File: src/design/acrp_pkg.sv
// Shared constants and types for the converter start and result read port
package acrp_pkg;
    localparam int RESULT_W = 16;              // Width of a conversion result
    localparam int BYTE_W = 8;                 // Width of one byte lane
    localparam int VIN_W = 26;                 // Signed microvolt input width
    localparam int SAR_STEPS = 16;             // One trial per result bit
    localparam int IDX_W = 5;                  // Holds 0..SAR_STEPS
    localparam int LSB_UV = 305;               // Microvolts per code step
    localparam int FIFO_DEPTH = 8;             // Result buffer depth
    localparam int SYNC_STAGES = 3;            // Pin synchroniser length
    localparam int NUM_PINS = 3;               // Chip select, strobe, byte select
    localparam int PIN_CS = 0;                 // Position of chip select
    localparam int PIN_RC = 1;                 // Position of read/convert strobe
    localparam int PIN_BYTE = 2;               // Position of byte select
    localparam int CLK_PERIOD_NS = 50;         // Core clock period
    localparam int T_BUS_ACCESS_NS = 83;       // Bus access time
    localparam int READ_GUARD_CYC = (T_BUS_ACCESS_NS + CLK_PERIOD_NS - 1) / CLK_PERIOD_NS;
    localparam int GUARD_W = 2;                // Holds READ_GUARD_CYC
    localparam logic [NUM_PINS-1:0] RST_PINS = 3'h3; // Idle: deselected, strobe high
    localparam logic RST_BUSY_N = 1'b1;        // Not busy after reset
    localparam logic [RESULT_W-1:0] RST_RESULT = 16'h0000; // Result after reset
    localparam logic [RESULT_W-1:0] SIGN_FLIP = 16'h8000;  // Offset binary to two's complement
    localparam logic [RESULT_W-1:0] CODE_MAX = 16'h7FFF;   // Most positive code
    localparam logic [RESULT_W-1:0] CODE_MIN = 16'h8000;   // Most negative code

    // Conversion sequencer states
    typedef enum logic [3:0] {
        ST_IDLE = 4'b0001,
        ST_CONV = 4'b0010,
        ST_PUSH = 4'b0100,
        ST_WAIT = 4'b1000
    } acrp_state_t;
endpackage : acrp_pkg

File: src/design/acrp_fifo_if.sv
// Result buffer handshake between the sequencer and the FIFO
`timescale 1ns/1ns
interface acrp_fifo_if #(
    parameter int W = 16
);
    logic in_valid;         // Word offered
    logic in_ready;         // Buffer has room
    logic [W-1:0] in_data;  // Word written
    logic out_valid;        // Head word present
    logic out_ready;        // Consumer takes head
    logic [W-1:0] out_data; // Head word, registered
    logic flush;            // Drop all words

    modport src (
        output in_valid, in_data, out_ready, flush,
        input in_ready, out_valid, out_data
    );
    modport fifo (
        input in_valid, in_data, out_ready, flush,
        output in_ready, out_valid, out_data
    );
endinterface : acrp_fifo_if

File: src/design/acrp_fifo.sv
// Result FIFO with registered head word, parameterised width and depth
`timescale 1ns/1ns
module acrp_fifo #(
    parameter int W = 16,     // Word width
    parameter int DEPTH = 8   // Words, power of two
) (
    input wire logic i_clk,   // Core clock
    input wire logic i_nrst,  // Synchronous reset, active low
    acrp_fifo_if.fifo bus     // Fill and drain handshake
);
    localparam int AW = $clog2(DEPTH);
    localparam logic [AW:0] FULL = (AW + 1)'(DEPTH);

    logic [W-1:0] mem [DEPTH];   // Storage
    logic [AW-1:0] wr_ptr;       // Next write slot
    logic [AW-1:0] rd_ptr;       // Head slot
    logic [AW:0] count;          // Words held
    logic [W-1:0] head;          // Registered head word

    wire push = bus.in_valid && bus.in_ready;
    wire pop = bus.out_valid && bus.out_ready;
    // Pointers wrap naturally since depth is a power of two
    wire [AW-1:0] next_rd = pop ? rd_ptr + 1'b1 : rd_ptr;
    // Word written straight into the new head slot bypasses the array
    wire head_bypass = push && (wr_ptr == next_rd);

    assign bus.in_ready = (count != FULL);
    assign bus.out_valid = (count != '0);
    assign bus.out_data = head;

    // Pointer and fill bookkeeping; flush empties at once
    always_ff @(posedge i_clk) begin
        if (!i_nrst || bus.flush) begin
            wr_ptr <= '0;
            rd_ptr <= '0;
            count <= '0;
        end else begin
            wr_ptr <= push ? wr_ptr + 1'b1 : wr_ptr;
            rd_ptr <= next_rd;
            unique case ({push, pop})
                2'b10: count <= count + 1'b1;
                2'b01: count <= count - 1'b1;
                default: count <= count;
            endcase
        end
    end

    // Array write, no reset needed for storage
    always_ff @(posedge i_clk) begin
        if (push) begin
            mem[wr_ptr] <= bus.in_data;
        end
    end

    // Head register so read data leave from a flop
    always_ff @(posedge i_clk) begin
        if (!i_nrst) begin
            head <= '0;
        end else begin
            head <= head_bypass ? bus.in_data : mem[next_rd];
        end
    end
endmodule : acrp_fifo

File: src/design/acrp_top.sv
// Conversion start, successive approximation and parallel result read port
`timescale 1ns/1ns
// Operation
// - Busy low from start until result updated
// - Byte select low upper, high lower half
// - Chip select falling with strobe low converts
// - Data bus released unless selected and strobe high
// - Result bus bit 15 most, 0 least
// - One code step equals 305 microvolts
// - Result coded in two's complement
// - Strobe falling converts, strobe rising enables output
// - New command while busy aborts and restarts
module acrp_top (
    input wire logic I_CORE_CLK,                                // Core clock, 20 MHz
    input wire logic I_NRST,                                    // Sync reset, active low
    input wire logic I_CS_N,                                    // Chip select, active low
    input wire logic I_RC,                                      // Read high, convert low
    input wire logic I_BYTE,                                    // Byte select
    input wire logic signed [acrp_pkg::VIN_W-1:0] I_VIN_UV,     // Held input, microvolts
    output logic O_BUSY_N,                                      // Busy, active low
    output logic [acrp_pkg::RESULT_W-1:0] O_DATA,               // Result bus
    output logic O_DATA_OE                                      // Result bus drive enable
);
    import acrp_pkg::*;

    // Pin synchronisers and filtered levels
    wire [NUM_PINS-1:0] pin_raw = {I_BYTE, I_RC, I_CS_N}; // Raw pins
    wire [NUM_PINS-1:0] pin_lvl;                         // Filtered levels

    // Control decode
    logic cmd_prev;                    // Convert command one cycle ago
    logic read_prev;                   // Read enable one cycle ago
    acrp_state_t state;                // Sequencer state
    acrp_state_t next_state;           // Sequencer next state
    logic signed [VIN_W-1:0] vin_held; // Sampled input in hold
    logic [RESULT_W-1:0] trial;        // Offset binary approximation
    logic [IDX_W-1:0] idx;             // Bits already decided
    logic [RESULT_W-1:0] result;       // Output register
    logic [GUARD_W-1:0] guard;         // Read window stall count

    acrp_fifo_if #(.W(RESULT_W)) fbus ();

    // Pins come from outside the clock domain
    genvar g;
    generate
        for (g = 0; g < NUM_PINS; g++) begin : g_sync
            logic [SYNC_STAGES-1:0] sh; // Shift chain, bit 0 first
            logic lvl;                  // Accepted level
            // Level moves only when the last two stages agree
            always_ff @(posedge I_CORE_CLK) begin
                if (!I_NRST) begin
                    sh <= {SYNC_STAGES{RST_PINS[g]}};
                    lvl <= RST_PINS[g];
                end else begin
                    sh <= {sh[SYNC_STAGES-2:0], pin_raw[g]};
                    if (sh[SYNC_STAGES-1] == sh[SYNC_STAGES-2]) begin
                        lvl <= sh[SYNC_STAGES-1];
                    end
                end
            end
            assign pin_lvl[g] = lvl;
        end
    endgenerate

    wire cs_lvl = pin_lvl[PIN_CS];     // High means deselected
    wire rc_lvl = pin_lvl[PIN_RC];     // High read, low convert
    wire byte_lvl = pin_lvl[PIN_BYTE]; // High picks lower half

    // Select and strobe are ORed: both low is the convert level
    wire cmd_lvl = !cs_lvl && !rc_lvl;
    wire cmd_rise = cmd_lvl && !cmd_prev;
    wire read_lvl = !cs_lvl && rc_lvl;
    wire read_rise = read_lvl && !read_prev;

    wire st_idle = (state == ST_IDLE);
    wire st_conv = (state == ST_CONV);
    wire st_push = (state == ST_PUSH);
    wire st_wait = (state == ST_WAIT);

    // One trial per cycle, most significant bit first
    wire sar_done = (idx == IDX_W'(SAR_STEPS));
    wire [RESULT_W-1:0] sar_bit = RESULT_W'(SIGN_FLIP >> idx);
    wire [RESULT_W-1:0] test = trial | sar_bit;
    // Trial voltage is the signed code times the step size
    wire signed [VIN_W-1:0] test_code = VIN_W'($signed(test ^ SIGN_FLIP));
    wire signed [VIN_W-1:0] step_uv = VIN_W'(LSB_UV);
    wire signed [VIN_W-1:0] test_uv = test_code * step_uv;
    wire keep_bit = (vin_held >= test_uv);
    // Flipping the top bit turns offset binary into two's complement
    wire [RESULT_W-1:0] code = trial ^ SIGN_FLIP;

    // Output register takes the head word unless a read is just opening
    wire load_out = fbus.out_valid && (guard == '0);

    assign fbus.in_valid = st_push;
    assign fbus.in_data = code;
    assign fbus.out_ready = (guard == '0);
    // A fresh command drops any result that was not yet published
    assign fbus.flush = cmd_rise;

    // Sequencer next state
    always_comb begin
        next_state = state;
        if (cmd_rise) begin
            next_state = ST_CONV;
        end else begin
            unique case (state)
                ST_IDLE: next_state = ST_IDLE;
                ST_CONV: next_state = sar_done ? ST_PUSH : ST_CONV;
                ST_PUSH: next_state = fbus.in_ready ? ST_WAIT : ST_PUSH;
                ST_WAIT: next_state = load_out ? ST_IDLE : ST_WAIT;
            endcase
        end
    end

    // State and edge history
    always_ff @(posedge I_CORE_CLK) begin
        if (!I_NRST) begin
            state <= ST_IDLE;
            cmd_prev <= 1'b0;
            read_prev <= 1'b0;
        end else begin
            state <= next_state;
            cmd_prev <= cmd_lvl;
            read_prev <= read_lvl;
        end
    end

    // Approximation register; a command restarts from the top bit
    always_ff @(posedge I_CORE_CLK) begin
        if (!I_NRST) begin
            trial <= '0;
            idx <= '0;
            vin_held <= '0;
        end else if (cmd_rise) begin
            trial <= '0;
            idx <= '0;
            vin_held <= I_VIN_UV;
        end else if (st_conv && !sar_done) begin
            trial <= keep_bit ? test : trial;
            idx <= idx + 1'b1;
        end
    end

    // Stall drain briefly while the bus is opening so data stay stable
    always_ff @(posedge I_CORE_CLK) begin
        if (!I_NRST) begin
            guard <= '0;
        end else if (read_rise) begin
            guard <= GUARD_W'(READ_GUARD_CYC);
        end else if (guard != '0) begin
            guard <= guard - 1'b1;
        end
    end

    // Busy drops on a command and rises with the output update
    always_ff @(posedge I_CORE_CLK) begin
        if (!I_NRST) begin
            O_BUSY_N <= RST_BUSY_N;
            result <= RST_RESULT;
        end else if (cmd_rise) begin
            O_BUSY_N <= 1'b0;
        end else if (load_out) begin
            result <= fbus.out_data;
            O_BUSY_N <= 1'b1;
        end
    end

    // Result bus; bit 15 is the most significant, byte select swaps halves
    wire [RESULT_W-1:0] swapped = {result[BYTE_W-1:0], result[RESULT_W-1:BYTE_W]};
    wire [RESULT_W-1:0] next_data = byte_lvl ? swapped : result;
    always_ff @(posedge I_CORE_CLK) begin
        if (!I_NRST) begin
            O_DATA <= RST_RESULT;
            O_DATA_OE <= 1'b0;
        end else begin
            O_DATA <= next_data;
            O_DATA_OE <= read_lvl;
        end
    end

    acrp_fifo #(.W(RESULT_W), .DEPTH(FIFO_DEPTH)) u_fifo (
        .i_clk(I_CORE_CLK),
        .i_nrst(I_NRST),
        .bus(fbus)
    );

    // Checks on the sequencer and the bus

    // Helper bounds for the step check
    wire signed [VIN_W-1:0] code_uv = VIN_W'($signed(code)) * step_uv;
    wire signed [VIN_W-1:0] code_hi_uv = code_uv + step_uv;
endmodule : acrp_top

File: config.mk
export PLATFORM = sky130hd
export DESIGN_NAME = acrp_top
export DESIGN_NICKNAME = d
export VERILOG_FILES = /design/src/design/acrp_pkg.sv /design/src/design/acrp_fifo_if.sv /design/src/design/acrp_fifo.sv /design/src/design/acrp_top.sv
export SDC_FILE = /design/constraint.sdc
export NUM_CORES = 1
export LEC_CHECK = 0
export ABC_CLOCK_PERIOD_IN_PS = 6100
export BUFFER_PORTS_ARGS = -buffer_cell sky130_fd_sc_hd__buf_4
export CAP_MARGIN = 20
export CELL_PAD_IN_SITES_DETAIL_PLACEMENT = 0
export CELL_PAD_IN_SITES_GLOBAL_PLACEMENT = 1
export CORE_UTILIZATION = 30
export DETAILED_ROUTE_END_ITERATION = 10
export PLACE_DENSITY_LB_ADDON = 0.1
export SLEW_MARGIN = 30
export SYNTH_ARGS = -nofsm -noshare
export SYNTH_HDL_FRONTEND = slang
export SYNTH_SLANG_ARGS = --single-unit
File: constraint.sdc
create_clock -name I_CORE_CLK -period 6.1 [get_ports I_CORE_CLK]
set_input_delay 0.61 -clock I_CORE_CLK [delete_from_list [all_inputs] [get_ports I_CORE_CLK]]
set_output_delay 0.61 -clock I_CORE_CLK [all_outputs]
set_load 0.01 [all_outputs]
Yosys cells after proc, flatten, opt, wreduce, memory -nomap -nowiden
Memories as Yosys holds them, arrays and structs flattened. A register that Yosys moved wholly into a read port is not among the register bits.
Cells that the tools add are included.
Word-level totals
  memories: 1
  register bits: 110
  logic and storage cells: 86
  output and inout port bits: 18
  latch bits: 0
  bits of input ports: 31
  bits in writable memories: 128
  bits in read-only memories: 0
Operators by class
  divide/modulo/power cells: 0
  reduce and logical (&&, ||, !) cells: 25
  bitwise logic cells: 5
  $lt $le $gt $ge: 1
  equal/unequal tests: 11
  shift operators: 1
  add/sub/neg operators: 6
  multipliers: 1
  multiplexer cells: 14
Memories
  u_fifo.mem: depth 8, width 16, rd ports 1, clocked after memory_dff 1, wr ports 1, line acrp_fifo.sv:14  | logic [W-1:0] mem [DEPTH];
Operators by type and width (number)
  26-bit greater-or-equal comparator: 1
  16-bit by 10-bit multiplier with 26-bit output (second input constant): 1
  16-bit 2-to-1 mux: 1
  16-bit OR: 1
  4-bit one-hot mux with 4 select lines: 1
  16-bit by 5-bit >> shifter with 16-bit output (first input constant): 1
  4-bit 2-to-1 mux: 2
  4-bit one-hot mux with 2 select lines: 1
  2-bit nonzero test: 4
  1-bit logical AND: 7
  1-bit zero test: 7
  3-bit by 1-bit adder with 3-bit output (second input constant): 2
  2-bit 2-to-1 mux: 3
  3-bit 2-to-1 mux: 2
  5-bit by 1-bit adder with 5-bit output (second input constant): 1
  5-bit equality test (second input constant): 1
  4-bit by 1-bit adder with 4-bit output (second input constant): 1
  4-bit by 1-bit equality test with 1-bit output (second input constant): 1
  4-bit by 2-bit equality test with 1-bit output (second input constant): 1
  4-bit by 3-bit equality test with 1-bit output (second input constant): 1
  4-bit equality test (second input constant): 1
  1-bit 2-to-1 mux: 4
  4-bit != test (second input constant): 1
  1-bit inverter: 4
  10 further kinds: 14

Longest topological paths before layout
  depth after elaboration: 6
  gate-level depth with buffers: 32
  mapped depth without buffers: 29

By module
Synthesis repeated with hierarchy kept, for this count alone.
Second synthesis, totals
  cells, all modules: 1181
  area, all modules: 13902.1 sq um
Modules (own cells, without submodules)
  acrp_fifo: seq. area each 4364.2 sq um, cells each 429, area each 7104.3 sq um, instances 1
  acrp_top: seq. area each 2001.9 sq um, cells each 752, area each 6797.8 sq um, instances 1

Worst setup path after synthesis
OpenSTA, ideal clock, no wires.
  kind: flip-flop to flip-flop
  start point: reg idx[2]
  end point: reg trial[15]
  data required time: 5.996 ns
  period minus slack after synthesis: 6.690 ns
  stages on the path, launching flop included: 28
  data arrival time: 6.586 ns
  library setup time: 0.104 ns
  setup slack: -0.590 ns
  buffers on the path: 3
  path through: dfxtp_1 > clkbuf_1 > inv_1 > and2_1 > a21oi_1 > inv_1 > ha_1 > ha_1 > fa_1 > ha_1 > fa_1 > ha_1 > clkbuf_1 > a21oi_1 > o21ai_0 > a2111o_1 > a21o_1 > a21o_1 > a21oi_1 > xor2_1 > ha_1 > and3_1 > nand3_1 > nor4_1 > a2111oi_2 > mux2i_1 > buf_6 > a2111oi_2
On the way
  elaborated cells between the ends (all ways): 9
  those cells by class: mul: 1; order compare: 1; eq/ne: 1; shift: 1; bitwise: 2; reduce/logical: 3
RTL lines
  start, declared: line acrp_top.sv:37  | logic [IDX_W-1:0] idx;
  start signal, assigned: line acrp_top.sv:141  | idx <= idx + 1'b1;
  16-bit by 5-bit >> shifter with 16-bit output: line acrp_top.sv:82  | wire [RESULT_W-1:0] sar_bit = RESULT_W'(SIGN_FLIP >> idx);
  16-bit OR: line acrp_top.sv:83  | wire [RESULT_W-1:0] test = trial | sar_bit;
  via test[7]: line acrp_top.sv:83
  16-bit by 10-bit multiplier with 26-bit output: line acrp_top.sv:87  | wire signed [VIN_W-1:0] test_uv = test_code * step_uv;
  26-bit greater-or-equal comparator: line acrp_top.sv:88  | wire keep_bit = (vin_held >= test_uv);
  2-bit AND reduction (no line)
  end signal, assigned: line acrp_top.sv:140  | trial <= keep_bit ? test : trial;
  end, declared: line acrp_top.sv:36  | logic [RESULT_W-1:0] trial;
The timed path passes the listed nets, and every way through them passes these cells.
A chain may end at the register's enable or synchronous reset.

Worst setup path in the final report
  start point: reg idx[0]
  end point: reg trial[15]
Same word-level chain as after synthesis.

==> results.py <==
metrics = {
    "synth": {
        "synth_area_um2": 14000,
        "synth_area_leaders": "edfxtp_1 (27%), dfxtp_1 (18%), mux2i_1 (12%), ha_1 (9.4%), mux4_2 (5.1%)",
        "synthAdderAreaFrac_pct": 13.9,
        "synth_compound_area_share_pct": 8.80,
        "ys.flop_type": "edfxtp_1",
        "ys_async_sr_fraction_pct": 0,
        "syn_nets": 1405,
        "avgSynthCellArea_um2": 11.4,
        "synthDominantCellAreaShare_pct": 27.4,
        "ys_ff_latch": 254,
        "yosys_warnings": 0,
        "muxShareOfSynthArea_pct": 16.7,
        "synth_top_area_cell": "edfxtp_1",
        "synthXorXnorAreaFrac_pct": 2.21,
        "netlist_instances": 1237,
        "synth-edff-count": 128,
        "synth_seq_area_share_pct": 45.3,
        "ys_types": 56,
        "synth_simple_gate_area_share_pct": 8.25,
        "synth_top_family_by_area": "multiplexers",
    },
    "sta": {
        "maxSlewHeadroom_pct": 35.9,
        "min_period_ns": 6.44,
        "grt_setup_unrepaired": "true",
        "period_share_pct": 106,
        "fin_setup_tns_ns": -4.94,
        "fin_ws_ns": -0.343,
        "setup_violations": 16,
        "clock_skew_ns": 0.0105,
        "tightest_slew_ns": 0.956,
        "clock.fmax_mhz": 155,
        "maxSlewViolCount": 0,
        "whs_ns": 0.211,
        "hold_viol_final": 0,
    },
    "floorplanning": {
        "fp-row-count": 78,
        "die_y_um": 218,
        "dieArea_um2": 47700,
        "die_x_um": 218,
        "io_pins": 49,
        "start_util_pct": 30.7,
        "core_area_um2": 45800,
    },
    "detailed_routing": {
        "remaining_drc_errors": 0,
        "wl_per_cell_um": 18.5,
        "drt_iter0_markers": 382,
        "final_antenna_net_count": 0,
        "vias": 9730,
        "via_per_inst": 4.81,
        "wl_mm": 37.4,
        "first_pass_iters": 4,
    },
    "grt": {
        "grt-ovfl-total": 0,
        "grt.total_usage_pct": 16.0,
        "grt_pass1_wl_mm": 58.2,
        "grt_max_degree": 65,
        "grt_pass1_vias": 10200,
        "antenna_found_initial": 0,
    },
    "setup_path": {
        "cp.required_ns": 6.58,
        "worstPathMaxFanout": 8,
        "cp-end-kind": "flip-flop",
        "cp-startpoint": "idx[0]",
        "startpoint_type": "flip-flop",
        "slowest_delay_ns": 0.50,
        "r2r_start": "idx[0]",
        "cp.arrival_ns": 6.92,
        "critPathKind": "reg -> reg",
        "slowest_stage": "fa_1",
        "crit_top_cell": "ha_4",
    },
    "placed_design": {
        "place_inst": 1955,
        "dp_hpwl_mm": 25.8,
        "io_buffer_count": 48,
        "gp_congestion": 0.755,
    },
    "status": {
        "violations": "negative setup slack",
        "status": "finished, violations left",
    },
    "finish": {
        "multi_input_area_um2": 7830,
        "fin_cells": 2024,
        "fin_nets": 1567,
        "nFillCells": 4475,
        "drive_gt1_share_pct": 27.3,
        "regArea_um2": 6380,
        "area_delta_synth_final_pct": 27.6,
    },
    "pwr": {
        "p_switching_uw": 794,
        "seq_power_share_pct": 48.0,
        "vdd_ir_drop_max_uv": 190,
        "swShare_pct": 21.3,
        "power_mw": 3.72,
        "combPwrFrac_pct": 1.2,
        "p_clk_share_pct": 50.7,
        "power_density_nw_per_um2": 207,
        "p_leak_nw": 6.52,
        "p_int_mw": 2.93,
    },
    "clock_tree": {
        "cts_sinks": 254,
        "clockBufferDepth": 3,
        "path_clk_slew_ns": 0.06,
        "clk-insertion-delay-late_ns": 0.59,
        "cts-htree-levels": 1,
        "cts_buffers": 31,
        "root_buffer": "clkbuf_16",
        "cts_tree": "yes",
        "cts_hold_buf": 0,
    },
    "worst_hold_path": {
        "hold_path_class": "in -> reg",
        "hold_start": "I_RC",
    },
    "job": {
        "maxCapViolCount": 0,
    },
}
cells by family after synthesis:
kind of cell,Yosys count
AO/OA/AOI/OAI,182
XOR/XNOR,33
adder cells (fa/ha/maj),137
buffers and inverters,172
flip-flops,254
multiplexers,194
AND/OR/NAND/NOR,265
worst max-delay path: cells and delay by family, from the launching register on:
kind	cells	cell delay, ns
adders and majority gates	8	2.48
muxes	1	0.11
DFF	1	0.38
buffers and inverters	6	0.64
and+or+nand+nor	1	0.13
xor gates and xnor gates	1	0.15
AOI/OAI and AO/OA	12	2.45
per-layer routing:
metal	vias up	part of all wire [%]	wire [um]	GRT usage, %
li1	4754	-	-	-
met3	47	2.9	1090	1.95
met2	125	50	18700	28.8
met4	0	1.9	704	3.57
met1	4804	45	16900	20.2
met5	-	0	0	0
sequential cells by signal, summed over array words and instances, names as in the netlist, 4 cells and up:
name                 cells
result                  16
trial                   16
g_sync.sh                9
state                    4
u_fifo.bus.out_data     16
u_fifo.count             4
vin_held                26
u_fifo.mem             128
O_DATA                  16
idx                      5
metrics by stage:
step	setup slack (ns)	area (um^2)	utilization [%]
after CTS	-0.371	17400	38.0
after floorplan	0.00683	14400	-
after global placement	-0.301	16300	35.6
final	-0.343	17900	39.2
after detailed placement	-0.373	16300	35.6
after global routing	-0.600	17900	39.2
cell usage in the layout, fill, tap and decap left out, types with 5 or more instances in the layout:
cell type | netlist | routed
clkbuf_8 | 0 | 6
a2111oi_4 | 2 | 11
a21oi_4 | 0 | 7
dfxtp_1 | 126 | 119
xnor2_1 | 12 | 12
a21o_1 | 7 | 7
buf_4 | 4 | 185
xor2_1 | 19 | 19
a22o_1 | 16 | 16
ha_4 | 0 | 31
nand2b_1 | 12 | 12
inv_1 | 109 | 93
inv_2 | 1 | 17
nor2_1 | 64 | 63
fa_1 | 31 | 31
edfxtp_1 | 128 | 128
o21ai_0 | 17 | 14
clkbuf_1 | 36 | 6
mux2i_1 | 162 | 161
nor3_2 | 0 | 5
a21oi_1 | 92 | 77
nor3_1 | 14 | 8
ha_1 | 106 | 73
nand4_1 | 8 | 8
nand2_1 | 124 | 123
clkbuf_16 | 0 | 33
nand3_1 | 16 | 15
mux4_2 | 32 | 32
a21oi_2 | 0 | 8
final cells by class:
class / instances / area share [%]
clock buffer: 45 / 5.10
inverter: 110 / 2.30
clock inverter: 12 / 0.761
tap: 600 / 4.19
sequential: 254 / 35.6
antenna: 1 / 0.0140
multi-input combinational: 811 / 43.7
timing repair buffer: 191 / 8.35
Yosys cell counts (all sizes together), types with 6 or more instances:
cell type  instances
mux2i            162
edfxtp           128
dfxtp            126
nand2            124
inv              110
ha               106
a21oi             92
nor2              65
clkbuf            36
mux4              32
fa                31
buf               26
xor2              19
o21ai             17
a22o              16
nand3             16
a2111oi           15
nor3              14
xnor2             13
nand2b            12
a31oi              8
nand4              8
a21o               7
a211oi             6
power groups by stage:
stage / clock network (mW) / registers [mW] / logic, mW
after floorplan: 0 / 1.82 / 0.0180
after global placement: 0 / 1.82 / 0.0457
after detailed placement: 0 / 1.82 / 0.0461
after CTS: 1.95 / 1.79 / 0.0465
after global routing: 2.01 / 1.79 / 0.0494
final: 1.89 / 1.79 / 0.0463
what timing repair did:
action,4_1_cts,5_1_grt
setup buffers,0,10
pin swaps,0,36
setup endpoints to repair,16,16
gates resized for setup,10,64
cloned,0,1
worst paths after layout:
check | end | slack, ns | cells past startpoint
max reg2reg | trial[15] | -0.34 | 29
max | trial[15] | -0.34 | 29
min | g_sync[1].sh[0] | 0.21 | 2
min reg2reg | g_sync[0].sh[1] | 0.41 | 1
Power figures use the tool's default switching activity.
